### src/include/lpf_consts.svh
// Overview of operation
// - controller is a fully encoded state machine with a three-bit state register
// - idle until freeze request, then confirm it persists for a qualification interval
// - after qualification raise active-high housekeeping request on the system clock
// - without housekeeping, request output is looped back to complete input
// - gate all system clocks cleanly before freeze, restore cleanly on exit; here the one gate runs on mclk and its clk_out is left unconnected
// - freeze-entered output rises only after housekeeping and clock gating complete
// - freeze-entered stays high through freeze, released only when request drops
// - static current enable low blocks the freeze pin, high lets it act
// - on exit outputs may trail inputs by up to 200 ns
// - registers and memory contents are retained across freeze
// - boundary-scan state machine stays powered but does not advance in freeze
`ifndef LPF_CONSTS_SVH
`define LPF_CONSTS_SVH
`define LPF_CLK_NS 10
`define LPF_QUAL_NS 80
`define LPF_QUAL_CYC ((`LPF_QUAL_NS + `LPF_CLK_NS - 1) / `LPF_CLK_NS)
`define LPF_EXIT_LAG_NS 200
`define LPF_EXIT_LAG_CYC ((`LPF_EXIT_LAG_NS + `LPF_CLK_NS - 1) / `LPF_CLK_NS)
`define LPF_CNT_W 5
`define LPF_SETTLED_RST 1'h1
`endif

### src/include/lpf_pkg.sv
`default_nettype none
package lpf_pkg;
  typedef enum logic [2:0] {
    LPF_IDLE = 3'h0,
    LPF_QUAL = 3'h1,
    LPF_HSKP = 3'h2,
    LPF_GATE = 3'h3,
    LPF_FROZEN = 3'h4,
    LPF_UNGATE = 3'h5,
    LPF_EXIT = 3'h6
  } lpf_state_t;
  typedef struct packed {
    logic hskp_req;
    logic freeze_entered;
    logic clk_gate_req;
    logic static_current_enable;
  } lpf_ctl_t;
endpackage
`default_nettype wire

### src/rtl/lpf_clk_gate.sv
`default_nettype none
// glitch-free gate: enable is retimed on the falling edge so it only
// changes while the clock is low, so no runt pulse leaves the gate
module lpf_clk_gate (
  input wire logic clk_in,
  input wire logic rst_n,
  input wire logic gate_req,
  output logic gated_off,
  output logic clk_out
);
  logic en_r;
  logic en_nxt;
  always_comb begin
    en_nxt = ~gate_req;
  end
  always_ff @(negedge clk_in or negedge rst_n) begin
    if (!rst_n) begin
      en_r <= 1'h1;
    end else begin
      en_r <= en_nxt;
    end
  end
  assign clk_out = clk_in & en_r;
  assign gated_off = ~en_r;
endmodule
`default_nettype wire

### src/rtl/lpf_freeze_ctrl.sv
`include "lpf_consts.svh"
`default_nettype none
module lpf_freeze_ctrl (
  input wire logic mclk,
  input wire logic nrst,
  input wire logic freeze_req_pin,
  input wire logic static_current_enable,
  input wire logic hskp_done,
  output logic hskp_req,
  output logic freeze_entered,
  output logic sys_clk_gated,
  output logic static_current_access_macro,
  output logic scan_hold,
  output logic exit_settled
);
  // reset is taken at once and let go two mclk edges later, so no flop
  // leaves reset close to a clock edge
  logic [1:0] rst_sync_r;
  logic [1:0] rst_sync_nxt;
  logic rst_n;

  always_comb begin
    rst_sync_nxt = {rst_sync_r[0], 1'h1};
  end

  always_ff @(posedge mclk or negedge nrst) begin
    if (!nrst) begin
      rst_sync_r <= 2'h0;
    end else begin
      rst_sync_r <= rst_sync_nxt;
    end
  end

  assign rst_n = rst_sync_r[1];

  // the request pin is asynchronous and passes two flops; the enable and
  // hskp_done come from logic on mclk and are read as they stand
  logic [1:0] pin_sync_r;
  logic [1:0] pin_sync_nxt;
  logic pin_q;

  always_comb begin
    pin_sync_nxt = {pin_sync_r[0], freeze_req_pin};
  end

  always_ff @(posedge mclk or negedge rst_n) begin
    if (!rst_n) begin
      pin_sync_r <= 2'h0;
    end else begin
      pin_sync_r <= pin_sync_nxt;
    end
  end

  assign pin_q = pin_sync_r[1];

  // the hard block ands the enable with the pin as well, so a low enable
  // must keep the request out of the state machine too
  logic req_ok;
  logic done_q;
  assign req_ok = pin_q & static_current_enable;
  // a looped-back request reads as done in the same cycle it is raised
  assign done_q = hskp_done;

  lpf_pkg::lpf_state_t st_r;
  lpf_pkg::lpf_state_t st_nxt;
  logic [`LPF_CNT_W-1:0] cnt_r;
  logic [`LPF_CNT_W-1:0] cnt_nxt;
  lpf_pkg::lpf_ctl_t ctl_r;
  lpf_pkg::lpf_ctl_t ctl_nxt;
  logic settled_r;
  logic settled_nxt;
  logic qual_end;
  logic lag_end;
  logic gated_off;

  assign qual_end = (cnt_r == `LPF_CNT_W'(`LPF_QUAL_CYC - 1));
  assign lag_end = (cnt_r == `LPF_CNT_W'(`LPF_EXIT_LAG_CYC - 1));

  always_comb begin
    st_nxt = st_r;
    case (st_r)
      lpf_pkg::LPF_IDLE: begin
        if (req_ok) begin
          st_nxt = lpf_pkg::LPF_QUAL;
        end
      end
      lpf_pkg::LPF_QUAL: begin
        if (!req_ok) begin
          st_nxt = lpf_pkg::LPF_IDLE;
        end else if (qual_end) begin
          st_nxt = lpf_pkg::LPF_HSKP;
        end
      end
      lpf_pkg::LPF_HSKP: begin
        if (!req_ok) begin
          st_nxt = lpf_pkg::LPF_IDLE;
        end else if (done_q) begin
          st_nxt = lpf_pkg::LPF_GATE;
        end
      end
      lpf_pkg::LPF_GATE: begin
        if (gated_off) begin
          st_nxt = lpf_pkg::LPF_FROZEN;
        end
      end
      lpf_pkg::LPF_FROZEN: begin
        if (!pin_q) begin
          st_nxt = lpf_pkg::LPF_UNGATE;
        end
      end
      lpf_pkg::LPF_UNGATE: begin
        if (!gated_off) begin
          st_nxt = lpf_pkg::LPF_EXIT;
        end
      end
      lpf_pkg::LPF_EXIT: begin
        // outputs may trail inputs after exit; new requests wait it out
        if (lag_end) begin
          st_nxt = lpf_pkg::LPF_IDLE;
        end
      end
      default: begin
        st_nxt = lpf_pkg::LPF_IDLE;
      end
    endcase
  end

  always_ff @(posedge mclk or negedge rst_n) begin
    if (!rst_n) begin
      st_r <= lpf_pkg::LPF_IDLE;
    end else begin
      st_r <= st_nxt;
    end
  end

  // one counter serves the qualify and the exit waits; both are entered
  // from a state that leaves it cleared
  always_comb begin
    cnt_nxt = '0;
    case (st_r)
      lpf_pkg::LPF_QUAL: begin
        if (req_ok && !qual_end) begin
          cnt_nxt = cnt_r + `LPF_CNT_W'(1);
        end
      end
      lpf_pkg::LPF_EXIT: begin
        if (!lag_end) begin
          cnt_nxt = cnt_r + `LPF_CNT_W'(1);
        end
      end
      default: begin
        cnt_nxt = '0;
      end
    endcase
  end

  always_ff @(posedge mclk or negedge rst_n) begin
    if (!rst_n) begin
      cnt_r <= '0;
    end else begin
      cnt_r <= cnt_nxt;
    end
  end

  always_comb begin
    ctl_nxt = ctl_r;
    ctl_nxt.static_current_enable = static_current_enable;
    case (st_r)
      lpf_pkg::LPF_IDLE: begin
      end
      lpf_pkg::LPF_QUAL: begin
        if (req_ok && qual_end) begin
          ctl_nxt.hskp_req = 1'h1;
        end
      end
      lpf_pkg::LPF_HSKP: begin
        if (!req_ok) begin
          ctl_nxt.hskp_req = 1'h0;
        end else if (done_q) begin
          ctl_nxt.clk_gate_req = 1'h1;
        end
      end
      lpf_pkg::LPF_GATE: begin
        if (gated_off) begin
          ctl_nxt.freeze_entered = 1'h1;
        end
      end
      lpf_pkg::LPF_FROZEN: begin
        if (!pin_q) begin
          ctl_nxt.freeze_entered = 1'h0;
          ctl_nxt.clk_gate_req = 1'h0;
        end
      end
      lpf_pkg::LPF_UNGATE: begin
        if (!gated_off) begin
          ctl_nxt.hskp_req = 1'h0;
        end
      end
      lpf_pkg::LPF_EXIT: begin
      end
      default: begin
        ctl_nxt = '0;
      end
    endcase
  end

  always_ff @(posedge mclk or negedge rst_n) begin
    if (!rst_n) begin
      ctl_r <= '0;
    end else begin
      ctl_r <= ctl_nxt;
    end
  end

  // status leaves the block from a flop; it follows the state register
  // edge for edge, so it is high exactly while the machine is idle
  always_comb begin
    settled_nxt = (st_nxt == lpf_pkg::LPF_IDLE);
  end

  always_ff @(posedge mclk or negedge rst_n) begin
    if (!rst_n) begin
      settled_r <= `LPF_SETTLED_RST;
    end else begin
      settled_r <= settled_nxt;
    end
  end

  // only the gate state is observed here; the gated clock output is left unconnected
  lpf_clk_gate u_gate (
    .clk_in(mclk),
    .rst_n(rst_n),
    .gate_req(ctl_r.clk_gate_req),
    .gated_off(gated_off),
    .clk_out()
  );

  // state is held by clock gating only, never by reset, so contents survive
  assign hskp_req = ctl_r.hskp_req;
  assign freeze_entered = ctl_r.freeze_entered;
  assign sys_clk_gated = gated_off;
  assign static_current_access_macro = ctl_r.static_current_enable;
  assign scan_hold = ctl_r.freeze_entered;
  assign exit_settled = settled_r;
endmodule
`default_nettype wire
### config.mk
export PLATFORM = sky130hd
export DESIGN_NAME = lpf_freeze_ctrl
export DESIGN_NICKNAME = d
export VERILOG_FILES = /design/src/include/lpf_pkg.sv /design/src/rtl/lpf_clk_gate.sv /design/src/rtl/lpf_freeze_ctrl.sv
export VERILOG_INCLUDE_DIRS = /design/src /design/src/include
export SDC_FILE = /design/constraint.sdc
export NUM_CORES = 1
export LEC_CHECK = 0
export BUFFER_PORTS_ARGS = -buffer_cell sky130_fd_sc_hd__buf_4
export CELL_PAD_IN_SITES_DETAIL_PLACEMENT = 1
export CELL_PAD_IN_SITES_GLOBAL_PLACEMENT = 2
export CORE_MARGIN = 10
export CORE_UTILIZATION = 35
export DETAILED_ROUTE_END_ITERATION = 10
export GPL_TIMING_DRIVEN = 0
export PLACE_DENSITY_LB_ADDON = 0.08
export SLEW_MARGIN = 30
export SYNTH_ARGS = -nofsm -noshare
export SYNTH_HDL_FRONTEND = slang
export SYNTH_HIERARCHICAL = 1
export SYNTH_SLANG_ARGS = --single-unit
### constraint.sdc
create_clock -name mclk -period 0.8 [get_ports mclk]
set_input_delay 0.12 -clock mclk [delete_from_list [all_inputs] [get_ports mclk]]
set_output_delay 0.12 -clock mclk [all_outputs]
set_load 0.05 [all_outputs]
== Yosys cells after proc, flatten, opt, wreduce, memory -nomap -nowiden ==
Cells that the tools add are included.

* Bits in registers: 18
* Input port bits: 5
* Output and inout bits: 6
* Logic and storage cells: 68

* Add/subtract/negate cells: 1
* Equality and inequality tests: 15
* Mux-type cells: 24
* Bitwise gates (word level): 6
* Reduce and logical (&&, ||, !) cells: 12

{| class="wikitable"
|+ Operators with widths
! cell !! number
|-
| 2-to-1 mux 3 bit || 9
|-
| case mux 3 bit (7 select lines) || 1
|-
| != test 2 bit (second input constant) || 6
|-
| 2-to-1 mux 5 bit || 2
|-
| case mux 5 bit (2 select lines) || 1
|-
| OR reduction 5 bit || 2
|-
| equality test 3 bit (second input constant) || 3
|-
| AND reduction 4 bit || 2
|-
| 2-to-1 mux 1 bit || 7
|-
| OR reduction 7 bit || 1
|-
| equality test 3 x 2 -> 1 bit (second input constant) || 2
|-
| zero test 3 bit || 2
|-
| case mux 1 bit (3 select lines) || 2
|-
| adder 5 x 1 -> 5 bit (second input constant) || 1
|-
| equality test 5 x 3 -> 1 bit (second input constant) || 1
|-
| equality test 5 bit (second input constant) || 1
|-
| inverter 1 bit || 5
|-
| case mux 1 bit (4 select lines) || 1
|-
| OR reduction 4 bit || 1
|-
| equality test 3 x 1 -> 1 bit (second input constant) || 1
|-
| AND reduction 3 bit || 1
|-
| logical AND 1 bit || 2
|-
| 2-to-1 mux 2 bit || 1
|-
| != test 2 x 1 -> 1 bit (second input constant) || 1
|-
| 2 further kinds || 2
|}

== Logic depth before layout (Yosys ltp) ==
Gate-level depths: netlist of the first run.

* Depth after elaboration: 5
* Mapped depth: 5
* Mapped depth without buffers: 5

== Modules after synthesis ==
Netlist of the first run, hierarchy kept.

{| class="wikitable"
|+ By module, submodules not included
! module !! instances !! cells an instance !! area each (µm²)
|-
| lpf_freeze_ctrl || 1 || 80 || 847.1
|-
| lpf_clk_gate || 1 || 5 || 43.8
|}

==> results of run 1 <==
[placed cells by master (no fill, tap or decap), types with 2 or more instances in the layout]
| cell | instances |
|---|---|
| buf_4 | 15 |
| dfrtp_1 | 14 |
| nand2_1 | 7 |
| buf_6 | 6 |
| nand3_1 | 4 |
| inv_1 | 4 |
| nor2_1 | 3 |
| nand2b_1 | 3 |
| buf_8 | 3 |
| clkbuf_4 | 3 |
| nor2b_1 | 2 |
| and2_4 | 2 |
| nor2_4 | 2 |
| xor2_1 | 2 |
| nor2_2 | 2 |
| o211ai_1 | 2 |
| nand4_1 | 2 |
| o21a_1 | 2 |
| a21boi_2 | 2 |
| dfstp_2 | 2 |
| dlygate4sd3_1 | 2 |
[state kept, by name, summed over array words and instances (netlist names)]
register and flops:
st_r 3, u_gate/en_r 1, exit_settled 1, cnt_r 5
pin_sync_r 2, hskp_req 1, freeze_entered 1, static_current_access_macro 1
rst_sync_r 2, ctl_r 1
[per-layer routing]
metal  up-vias  routed length [µm]
li1        337                   -
met5         -                   0
met4         0                  19
met1       374                 929
met2        13                1130
met3         2                  74
[what timing repair did]
| item | in CTS | in global routing |
|---|---|---|
| pin swaps | 3 | 2 |
| gates resized for setup | 9 | 10 |
| setup endpoints to repair | 21 | 20 |
| hold buffers | 2 | 0 |
| cloned | 0 | 0 |
| buffers inserted | 6 | 5 |
| hold endpoints to repair | 3 | 0 |
[critical path, delay by kind of cell (launching register included)]
kind | cells | cell delay (ns)
buffers and inverters | 2 | 0.30
and+or+nand+nor | 2 | 0.31
DFF | 1 | 0.53
AOI/OAI and AO/OA | 1 | 0.16
[final cells by class]
| class | count | area (µm²) | area share [%] |
|---|---|---|---|
| sequential | 18 | 458 | 37.0 |
| multi-input combinational | 57 | 435 | 35.2 |
| timing repair buffer | 23 | 208 | 16.8 |
| buffer | 4 | 51.3 | 4.14 |
| tap | 30 | 37.5 | 3.03 |
| clock buffer | 4 | 26.3 | 2.12 |
| inverter | 4 | 18.8 | 1.52 |
| clock inverter | 1 | 3.75 | 0.303 |
[stage by stage]
stage	setup slack, ns	instances
6_report	-1.04	141
5_1_grt	-1.13	141
4_1_cts	-1.02	136
3_5_place_dp	-1.08	124
3_3_place_gp	-1.05	124
2_1_floorplan	-1.08	84
[final timing paths]
path,slack [ns],endpoint,startpoint
setup reg to reg,-1.04,exit_settled,u_gate/en_r
hold reg to reg,0.26,cnt_r[1],rst_sync_r[1]
setup / recovery,-1.04,exit_settled,u_gate/en_r
max in group asynchronous,0.17,u_gate/en_r,rst_sync_r[1]
hold / removal,0.13,rst_sync_r[1],nrst
min in group mclk,0.13,static_current_access_macro,static_current_enable
[power breakdown]
group          switching, mW  leakage [nW]  internal (mW)  total (mW)
Sequential            0.0900         0.223           1.06        1.15
Combinational          0.756         0.314          0.652        1.41
Clock                  0.290        0.0203          0.200       0.490
==> flow_summary.yaml, run 1 <==
outcome:
  status: "finished, violations left"
  violations: "setup timing"
power:
  vdd_ir_drop_max_v: 0.00131
  power_density_nw_per_um2: 2460
  power_mw: 3.04
  power.leakage_nw: 0.557
worst_setup_path:
  crit_fanout: 6
  arrival_ns: 2.04
  required_ns: 1.00
  startpoint_type: "flip-flop"
  cp_slowest_cell: "dfstp_2"
  worstSetupEndpointType: "flip-flop"
  worstSetupPathType: "flip-flop to flip-flop"
  cp_cell_sequence: "clkinvlp_4, buf_4, nand2_4, o2111ai_1, nor4b_4"
  r2r_cells: 5
  max_stage_delay_ns: 0.53
clock_tree:
  cts_tree: "yes"
  cts_buffers: 3
  clkTransAtPathRegs_ns: 0.10
  clk_path_buf_depth: 2
  clock-root-buffer: "clkbuf_4"
  clock-sinks: 18
  htreeDepth: 1
  insertion_delay_ns: 0.34
global_routing:
  grt_start_max_net_pins: 16
  grtUsageTotal_pct: 9.46
  grtUsageMet3_pct: 2.40
  grt_use_met1_pct: 10.7
  grt_first_pass_wirelength_um: 3890
  grt_pass1_vias: 807
  met2_usage_pct: 16.4
  overflow: 0
  antenna_found_initial: 0
  busiest_layer: "met2"
logic_synthesis:
  synth_nets: 90
  synthCells: 84
  yosysWarnings: 6
  avgSynthCellArea_um2: 10.5
  syn_area_um2: 885
final_layout:
  drive_above_1_share_pct: 44.1
  area_delta_synth_final_pct: 40.0
  antenna-diode-count: 0
  num-nets-final: 118
  finalCoreUtilization_pct: 50.5
  stdcell_area_um2: 1240
  fillCellCount: 276
floorplanning:
  io_pins: 11
  die_h_um: 70.3
  initial_core_util_pct: 36.0
  die_area_um2: 4940
  coreArea_um2: 2450
  placementRows: 18
  fp.dieW_um: 70.3
timing:
  hold_viol: 0
  setup_violations: 20
  final.setup_skew_ns: 0.0581
  holdWs_ns: 0.131
  setup_ws_ns: -1.04
  tns_ns: -12.19
  rsz0062_at_grt: "true"
  report.final.slew_viol_count: 0
detailed_routing:
  vias_per_cell: 5.15
  ant_nets: 0
  post_drt_wl_per_cell_um: 15.3
  drt_iter0_drc: 36
  vias: 726
  wirelength_um: 2160
  drc_errors: 0
  drt-pass1-iter-count: 2
flow_run:
  max_cap_violations: 0
placed_design:
  port-buffer-count: 10
  place_area_um2: 1030
  dpl.hpwl_um: 1480
  gp_congestion: 0.739
hold_path:
  worstHoldPathType: "input pin to async pin"
(Power assumes the default switching activity.)
==> inputs of run 2 (changes only) <==
--- a/config.mk
+++ b/config.mk
@@ -10,7 +10,8 @@
 export CELL_PAD_IN_SITES_DETAIL_PLACEMENT = 1
 export CELL_PAD_IN_SITES_GLOBAL_PLACEMENT = 2
 export CORE_MARGIN = 10
-export CORE_UTILIZATION = 35
+export CORE_UTILIZATION = 30
+export CTS_CLUSTER_SIZE = 25
 export DETAILED_ROUTE_END_ITERATION = 10
 export GPL_TIMING_DRIVEN = 0
 export PLACE_DENSITY_LB_ADDON = 0.08
==> run 2 against run 1 <==
  * Combinational power barely moved
  * Clock power fell by 4%
  * The run still ends with setup timing left
  * Critical path depth did not move
  * Count of clock-buffer cells in the layout did not move
  * Register-to-register slack got worse by 0.02 ns
  * Highest routed layer unchanged
  * Die area rose by 12%
  * Design area rose by 4.2%
  * Global-route usage fell by 1.2 points
  * Sequential share of layout area fell by 1.5 points
  * Flip-flop and latch count did not move
==> flow_summary.yaml, run 2 (synthesized netlist as in run 1, its figures left out) <==
detailed_routing:
  drc_errors: 0
  drt-pass1-iter-count: 2
  vias_per_cell: 4.93
  vias: 724
  wirelength_um: 2110
  post_drt_wl_per_cell_um: 14.4
  ant_nets: 0
  drt_iter0_drc: 33
clock_tree:
  clkTransAtPathRegs_ns: 0.10
  clock-sinks: 18
  insertion_delay_ns: 0.33
  clock-root-buffer: "clkbuf_4"
  cts_buffers: 3
  clk_path_buf_depth: 2
  htreeDepth: 1
  cts_tree: "yes"
final_layout:
  antenna-diode-count: 0
  largestRegisters: "cnt_r: 5 flops, st_r: 3 flops"
  area_delta_synth_final_pct: 46.0
  stdcell_area_um2: 1290
  regMostFlops: "cnt_r"
  num-nets-final: 123
  largest_reg_flops: 5
  fillCellCount: 309
  finalCoreUtilization_pct: 46.4
  final_common_cell: "buf_4"
  drive_above_1_share_pct: 50.0
  final_cell_mix: "buf_4, dfrtp_1, buf_6"
flow_run:
  max_cap_violations: 0
timing:
  setup_ws_ns: -1.05
  hold_viol: 0
  report.final.slew_viol_count: 0
  setup_violations: 20
  final.setup_skew_ns: 0.0570
  rsz0062_at_grt: "true"
  holdWs_ns: 0.115
placed_design:
  place_area_um2: 1030
  dpl.hpwl_um: 1510
  port-buffer-count: 10
  gp_congestion: 0.768
  dp_slack_ns: -0.965
worst_setup_path:
  max_stage_delay_ns: 0.53
  crit_fanout: 4
  reg2reg_to: "exit_settled"
  cp.buffers_inverters: 2
  worstSetupEndpointType: "flip-flop"
  crit_family: "flip-flops"
  cp_cell_sequence: "clkinvlp_4, buf_4, a21oi_1, o22a_1, nor4b_2"
  startpoint_type: "flip-flop"
  worstSetupPathType: "flip-flop to flip-flop"
  rrSetupSlack_ns: -1.05
  required_ns: 0.99
  cp_slowest_cell: "dfstp_2"
  arrival_ns: 2.05
  r2r_cells: 5
  rr_startpoint: "u_gate/en_r"
floorplanning:
  coreArea_um2: 2780
  fp.dieW_um: 74.3
  placementRows: 19
  die_area_um2: 5520
  initial_core_util_pct: 31.8
  die_h_um: 74.3
  io_pins: 11
power:
  power_density_nw_per_um2: 2380
  vdd_ir_drop_max_v: 0.00174
  power.leakage_nw: 0.564
global_routing:
  grt_start_max_net_pins: 16
  overflow: 0
  grt_pass1_vias: 742
  grtUsageTotal_pct: 8.31
  antenna_found_initial: 0
  grt_first_pass_wirelength_um: 3610
outcome:
  violations: "setup timing"
  status: "finished, violations left"
hold_path:
  min_to: "static_current_access_macro"
  worstHoldPathType: "input pin to flip-flop"
  hold_path_depth: 2
  hold_start: "static_current_enable"
-- run 2: final cells by class --
type / count / area, µm² / area share (%)
flip-flops and latches: 18 / 458 / 35.5
multi-input cells: 57 / 445 / 34.5
repair buffers: 28 / 249 / 19.3
plain buffers: 4 / 51.3 / 3.97
well taps: 31 / 38.8 / 3.00
clock buffers: 4 / 26.3 / 2.03
inverters: 4 / 18.8 / 1.45
clock inverters: 1 / 3.75 / 0.291
-- run 2: worst max-delay path by stage --
stage                               to        start  cells past startpoint  slack, ns
after floorplan                st_r[1]  u_gate/en_r                      5      -1.08
after global placement         st_r[1]  u_gate/en_r                      5      -0.98
after detailed placement  exit_settled  u_gate/en_r                      4      -0.97
after CTS                      st_r[1]  u_gate/en_r                      5       -1.0
after global routing      exit_settled  u_gate/en_r                      5      -1.10
final                     exit_settled  u_gate/en_r                      5      -1.05
-- run 2: worst reg2reg max path: stages, from the launching register on --
cell and delay, ns:
dfstp_2 0.53, clkinvlp_4 0.10, buf_4 0.16, a21oi_1 0.14, o22a_1 0.17, nor4b_2 0.22
-- run 2: power by group --
| part | leakage (nW) | internal [mW] | total, mW | switching (mW) |
|---|---|---|---|---|
| combinational | 0.320 | 0.682 | 1.44 | 0.762 |
| clock | 0.0203 | 0.200 | 0.471 | 0.272 |
| sequential | 0.223 | 1.06 | 1.16 | 0.100 |
-- run 2: what timing repair did --
action	CTS	global route
endpoints found under the setup margin	21	20
gates resized for setup	19	4
endpoints found under the hold margin	3	0
buffers inserted	12	4
hold buffers	2	0
pin swaps	4	3
-- run 2: metal layers --
layer  routed length [µm]  GRT usage, %  up-vias
li1                     -             -      351
met1                  934          10.2      361
met2                 1070          13.6        8
met3                   79          2.26        4
met4                   25          3.05        0
met5                    0             0        -
-- run 2: through the flow --
stage	total power, mW	TNS [ns]	cells
5_1_grt	3.32	-13.27	147
3_5_place_dp	2.33	-10.47	125
3_3_place_gp	2.31	-10.31	125
4_1_cts	3.06	-12.22	143
6_report	3.07	-12.16	147
2_1_floorplan	2.06	-10.42	84
==> inputs of run 3 (changes only) <==
--- a/config.mk
+++ b/config.mk
@@ -13,8 +13,8 @@
 export CORE_UTILIZATION = 30
 export CTS_CLUSTER_SIZE = 25
 export DETAILED_ROUTE_END_ITERATION = 10
-export GPL_TIMING_DRIVEN = 0
 export PLACE_DENSITY_LB_ADDON = 0.08
+export RECOVER_POWER = 25
 export SLEW_MARGIN = 30
 export SYNTH_ARGS = -nofsm -noshare
 export SYNTH_HDL_FRONTEND = slang
==> run 3 against run 2 <==
  * The run still ends with setup timing left
  * Die area stayed put
  * Via count is 3.0% higher
  * Clock skew is 0.0057 ns higher
  * Design area is 5.0% higher
  * First-iteration DRC count is 21% lower
  * Routed wire length is 13% higher
  * Critical path depth stayed put
  * Setup slack worse by 0.014 ns
  * Cell count is 6.8% higher
  * Core utilization is 2.3 points higher
  * Global-route usage is 1.0 points higher
  * Flip-flop and latch count stayed put
==> flow_summary.yaml, run 3 (synthesized netlist as in run 1, its figures left out) <==
floorplanning:
  io_pins: 11
  initial_core_util_pct: 31.8
  die_area_um2: 5520
  placementRows: 19
  coreArea_um2: 2780
  die_h_um: 74.3
  fp.dieW_um: 74.3
detailed_routing:
  ant_nets: 0
  wirelength_um: 2380
  wl_met3_um: 81
  wl_met1_um: 1100
  vias: 746
  drc_errors: 0
  vias_per_cell: 4.75
  drt_iter0_drc: 26
  met2_wirelength_um: 1190
  post_drt_wl_per_cell_um: 15.2
  top_layer: "met4"
  drt-pass1-iter-count: 4
power:
  power_density_nw_per_um2: 2550
  power_frac_seq_pct: 34.0
  swShare_pct: 35.9
  vdd_ir_drop_max_v: 0.00155
  p_int_mw: 2.22
  p_clk_share_pct: 17.1
  switchingPower_mw: 1.24
  power_frac_comb_pct: 49.0
  power.leakage_nw: 0.618
clock_tree:
  cts_tree: "yes"
  clock-root-buffer: "clkbuf_4"
  cts_buffers: 3
  htreeDepth: 1
  clkTransAtPathRegs_ns: 0.11
  clk_path_buf_depth: 2
  clock-sinks: 18
  insertion_delay_ns: 0.35
final_layout:
  area_delta_synth_final_pct: 53.3
  fin_cells: 157
  num-nets-final: 133
  regMostFlops: "cnt_r"
  final_cell_mix: "buf_4, dfrtp_1, buf_6"
  antenna-diode-count: 0
  drive_above_1_share_pct: 52.4
  largest_reg_flops: 5
  largestRegisters: "cnt_r: 5 flops, st_r: 3 flops"
  final_common_cell: "buf_4"
placed_design:
  dp.cells: 142
  port-buffer-count: 10
  dpl.hpwl_um: 1710
  gp_congestion: 0.827
timing:
  tns_ns: -12.66
  setup_violations: 20
  report.final.slew_viol_count: 0
  rsz0062_at_grt: "true"
  final.setup_skew_ns: 0.0627
  setup_ws_ns: -1.07
  hold_viol: 0
outcome:
  violations: "setup timing"
  status: "finished, violations left"
worst_setup_path:
  crit_fanout: 5
  worstSetupPathType: "flip-flop to flip-flop"
  startpoint_type: "flip-flop"
  arrival_ns: 2.08
  worstSetupEndpointType: "flip-flop"
  required_ns: 1.01
global_routing:
  grtUsageTotal_pct: 9.31
  grt_pass1_vias: 798
  antenna_found_initial: 0
  overflow: 0
  grt_first_pass_wirelength_um: 3970
  grt_start_max_net_pins: 16
hold_path:
  worstHoldPathType: "input pin to flip-flop"
flow_run:
  max_cap_violations: 0
## run 3: metrics by stage
| stage | hold slack [ns] | area [µm²] | worst slack, ns | util, % | power, mW |
|---|---|---|---|---|---|
| finish | 0.0983 | 1360 | -1.07 | 48.8 | 3.46 |
| detailed placement | -0.0943 | 1140 | -0.940 | 41.0 | 2.49 |
| CTS | 0.0866 | 1330 | -0.994 | 47.7 | 3.40 |
| global route | 0.0699 | 1360 | -1.16 | 48.8 | 3.74 |
| global placement | -0.0978 | 1140 | -0.885 | 41.0 | 2.48 |
| floorplan | -0.176 | 920 | -1.08 | - | 2.06 |
## run 3: path summary, 6_finish.rpt
path / start / end / slack [ns] / cells past startpoint
worst max-delay path: u_gate/en_r / exit_settled / -1.07 / 5
worst min-delay path: static_current_enable / static_current_access_macro / 0.1 / 2
worst max register to register: u_gate/en_r / exit_settled / -1.07 / 5
worst min register to register: rst_sync_r[1] / ctl_r[1] / 0.31 / 1
max in group asynchronous: rst_sync_r[1] / exit_settled / 0.17 / 1
min in group asynchronous: nrst / rst_sync_r[0] / 0.13 / 2
## run 3: power groups by stage
stage	logic (mW)	registers (mW)	clock network (mW)
6_report	1.69	1.17	0.590
3_3_place_gp	1.30	1.16	0.0156
3_5_place_dp	1.31	1.17	0.0156
4_1_cts	1.62	1.17	0.604
5_1_grt	1.88	1.19	0.669
2_1_floorplan	0.800	1.25	0.0156
## run 3: final cells by class
class | instances | area (µm²)
Fill cell | 315 | 1430
Inverter | 4 | 18.8
Clock buffer | 4 | 36.3
Sequential cell | 18 | 455
Tap cell | 31 | 38.8
Timing Repair Buffer | 42 | 363
Clock inverter | 1 | 3.75
Multi-Input combinational cell | 57 | 440
## run 3: what timing repair did
item / CTS / global route
setup endpoints to repair: 20 / 20
setup buffers: 6 / 3
hold endpoints to repair: 3 / 0
pin swaps: 6 / 0
resized for setup: 22 / 2
hold buffers: 2 / 0
## run 3: critical path, cell delays in order (launching register included)
cell and delay, ns:
dfstp_2 0.54, clkinvlp_4 0.12, buf_4 0.16, nand2_2 0.07
o2111ai_1 0.18, nor4b_4 0.25
## run 3: routing by layer
metal  track usage [%]  up-vias
met3              2.39        2
met5                 0        -
met1              12.0      366
met4              2.44        0
met2              15.1        9
li1                  -      369
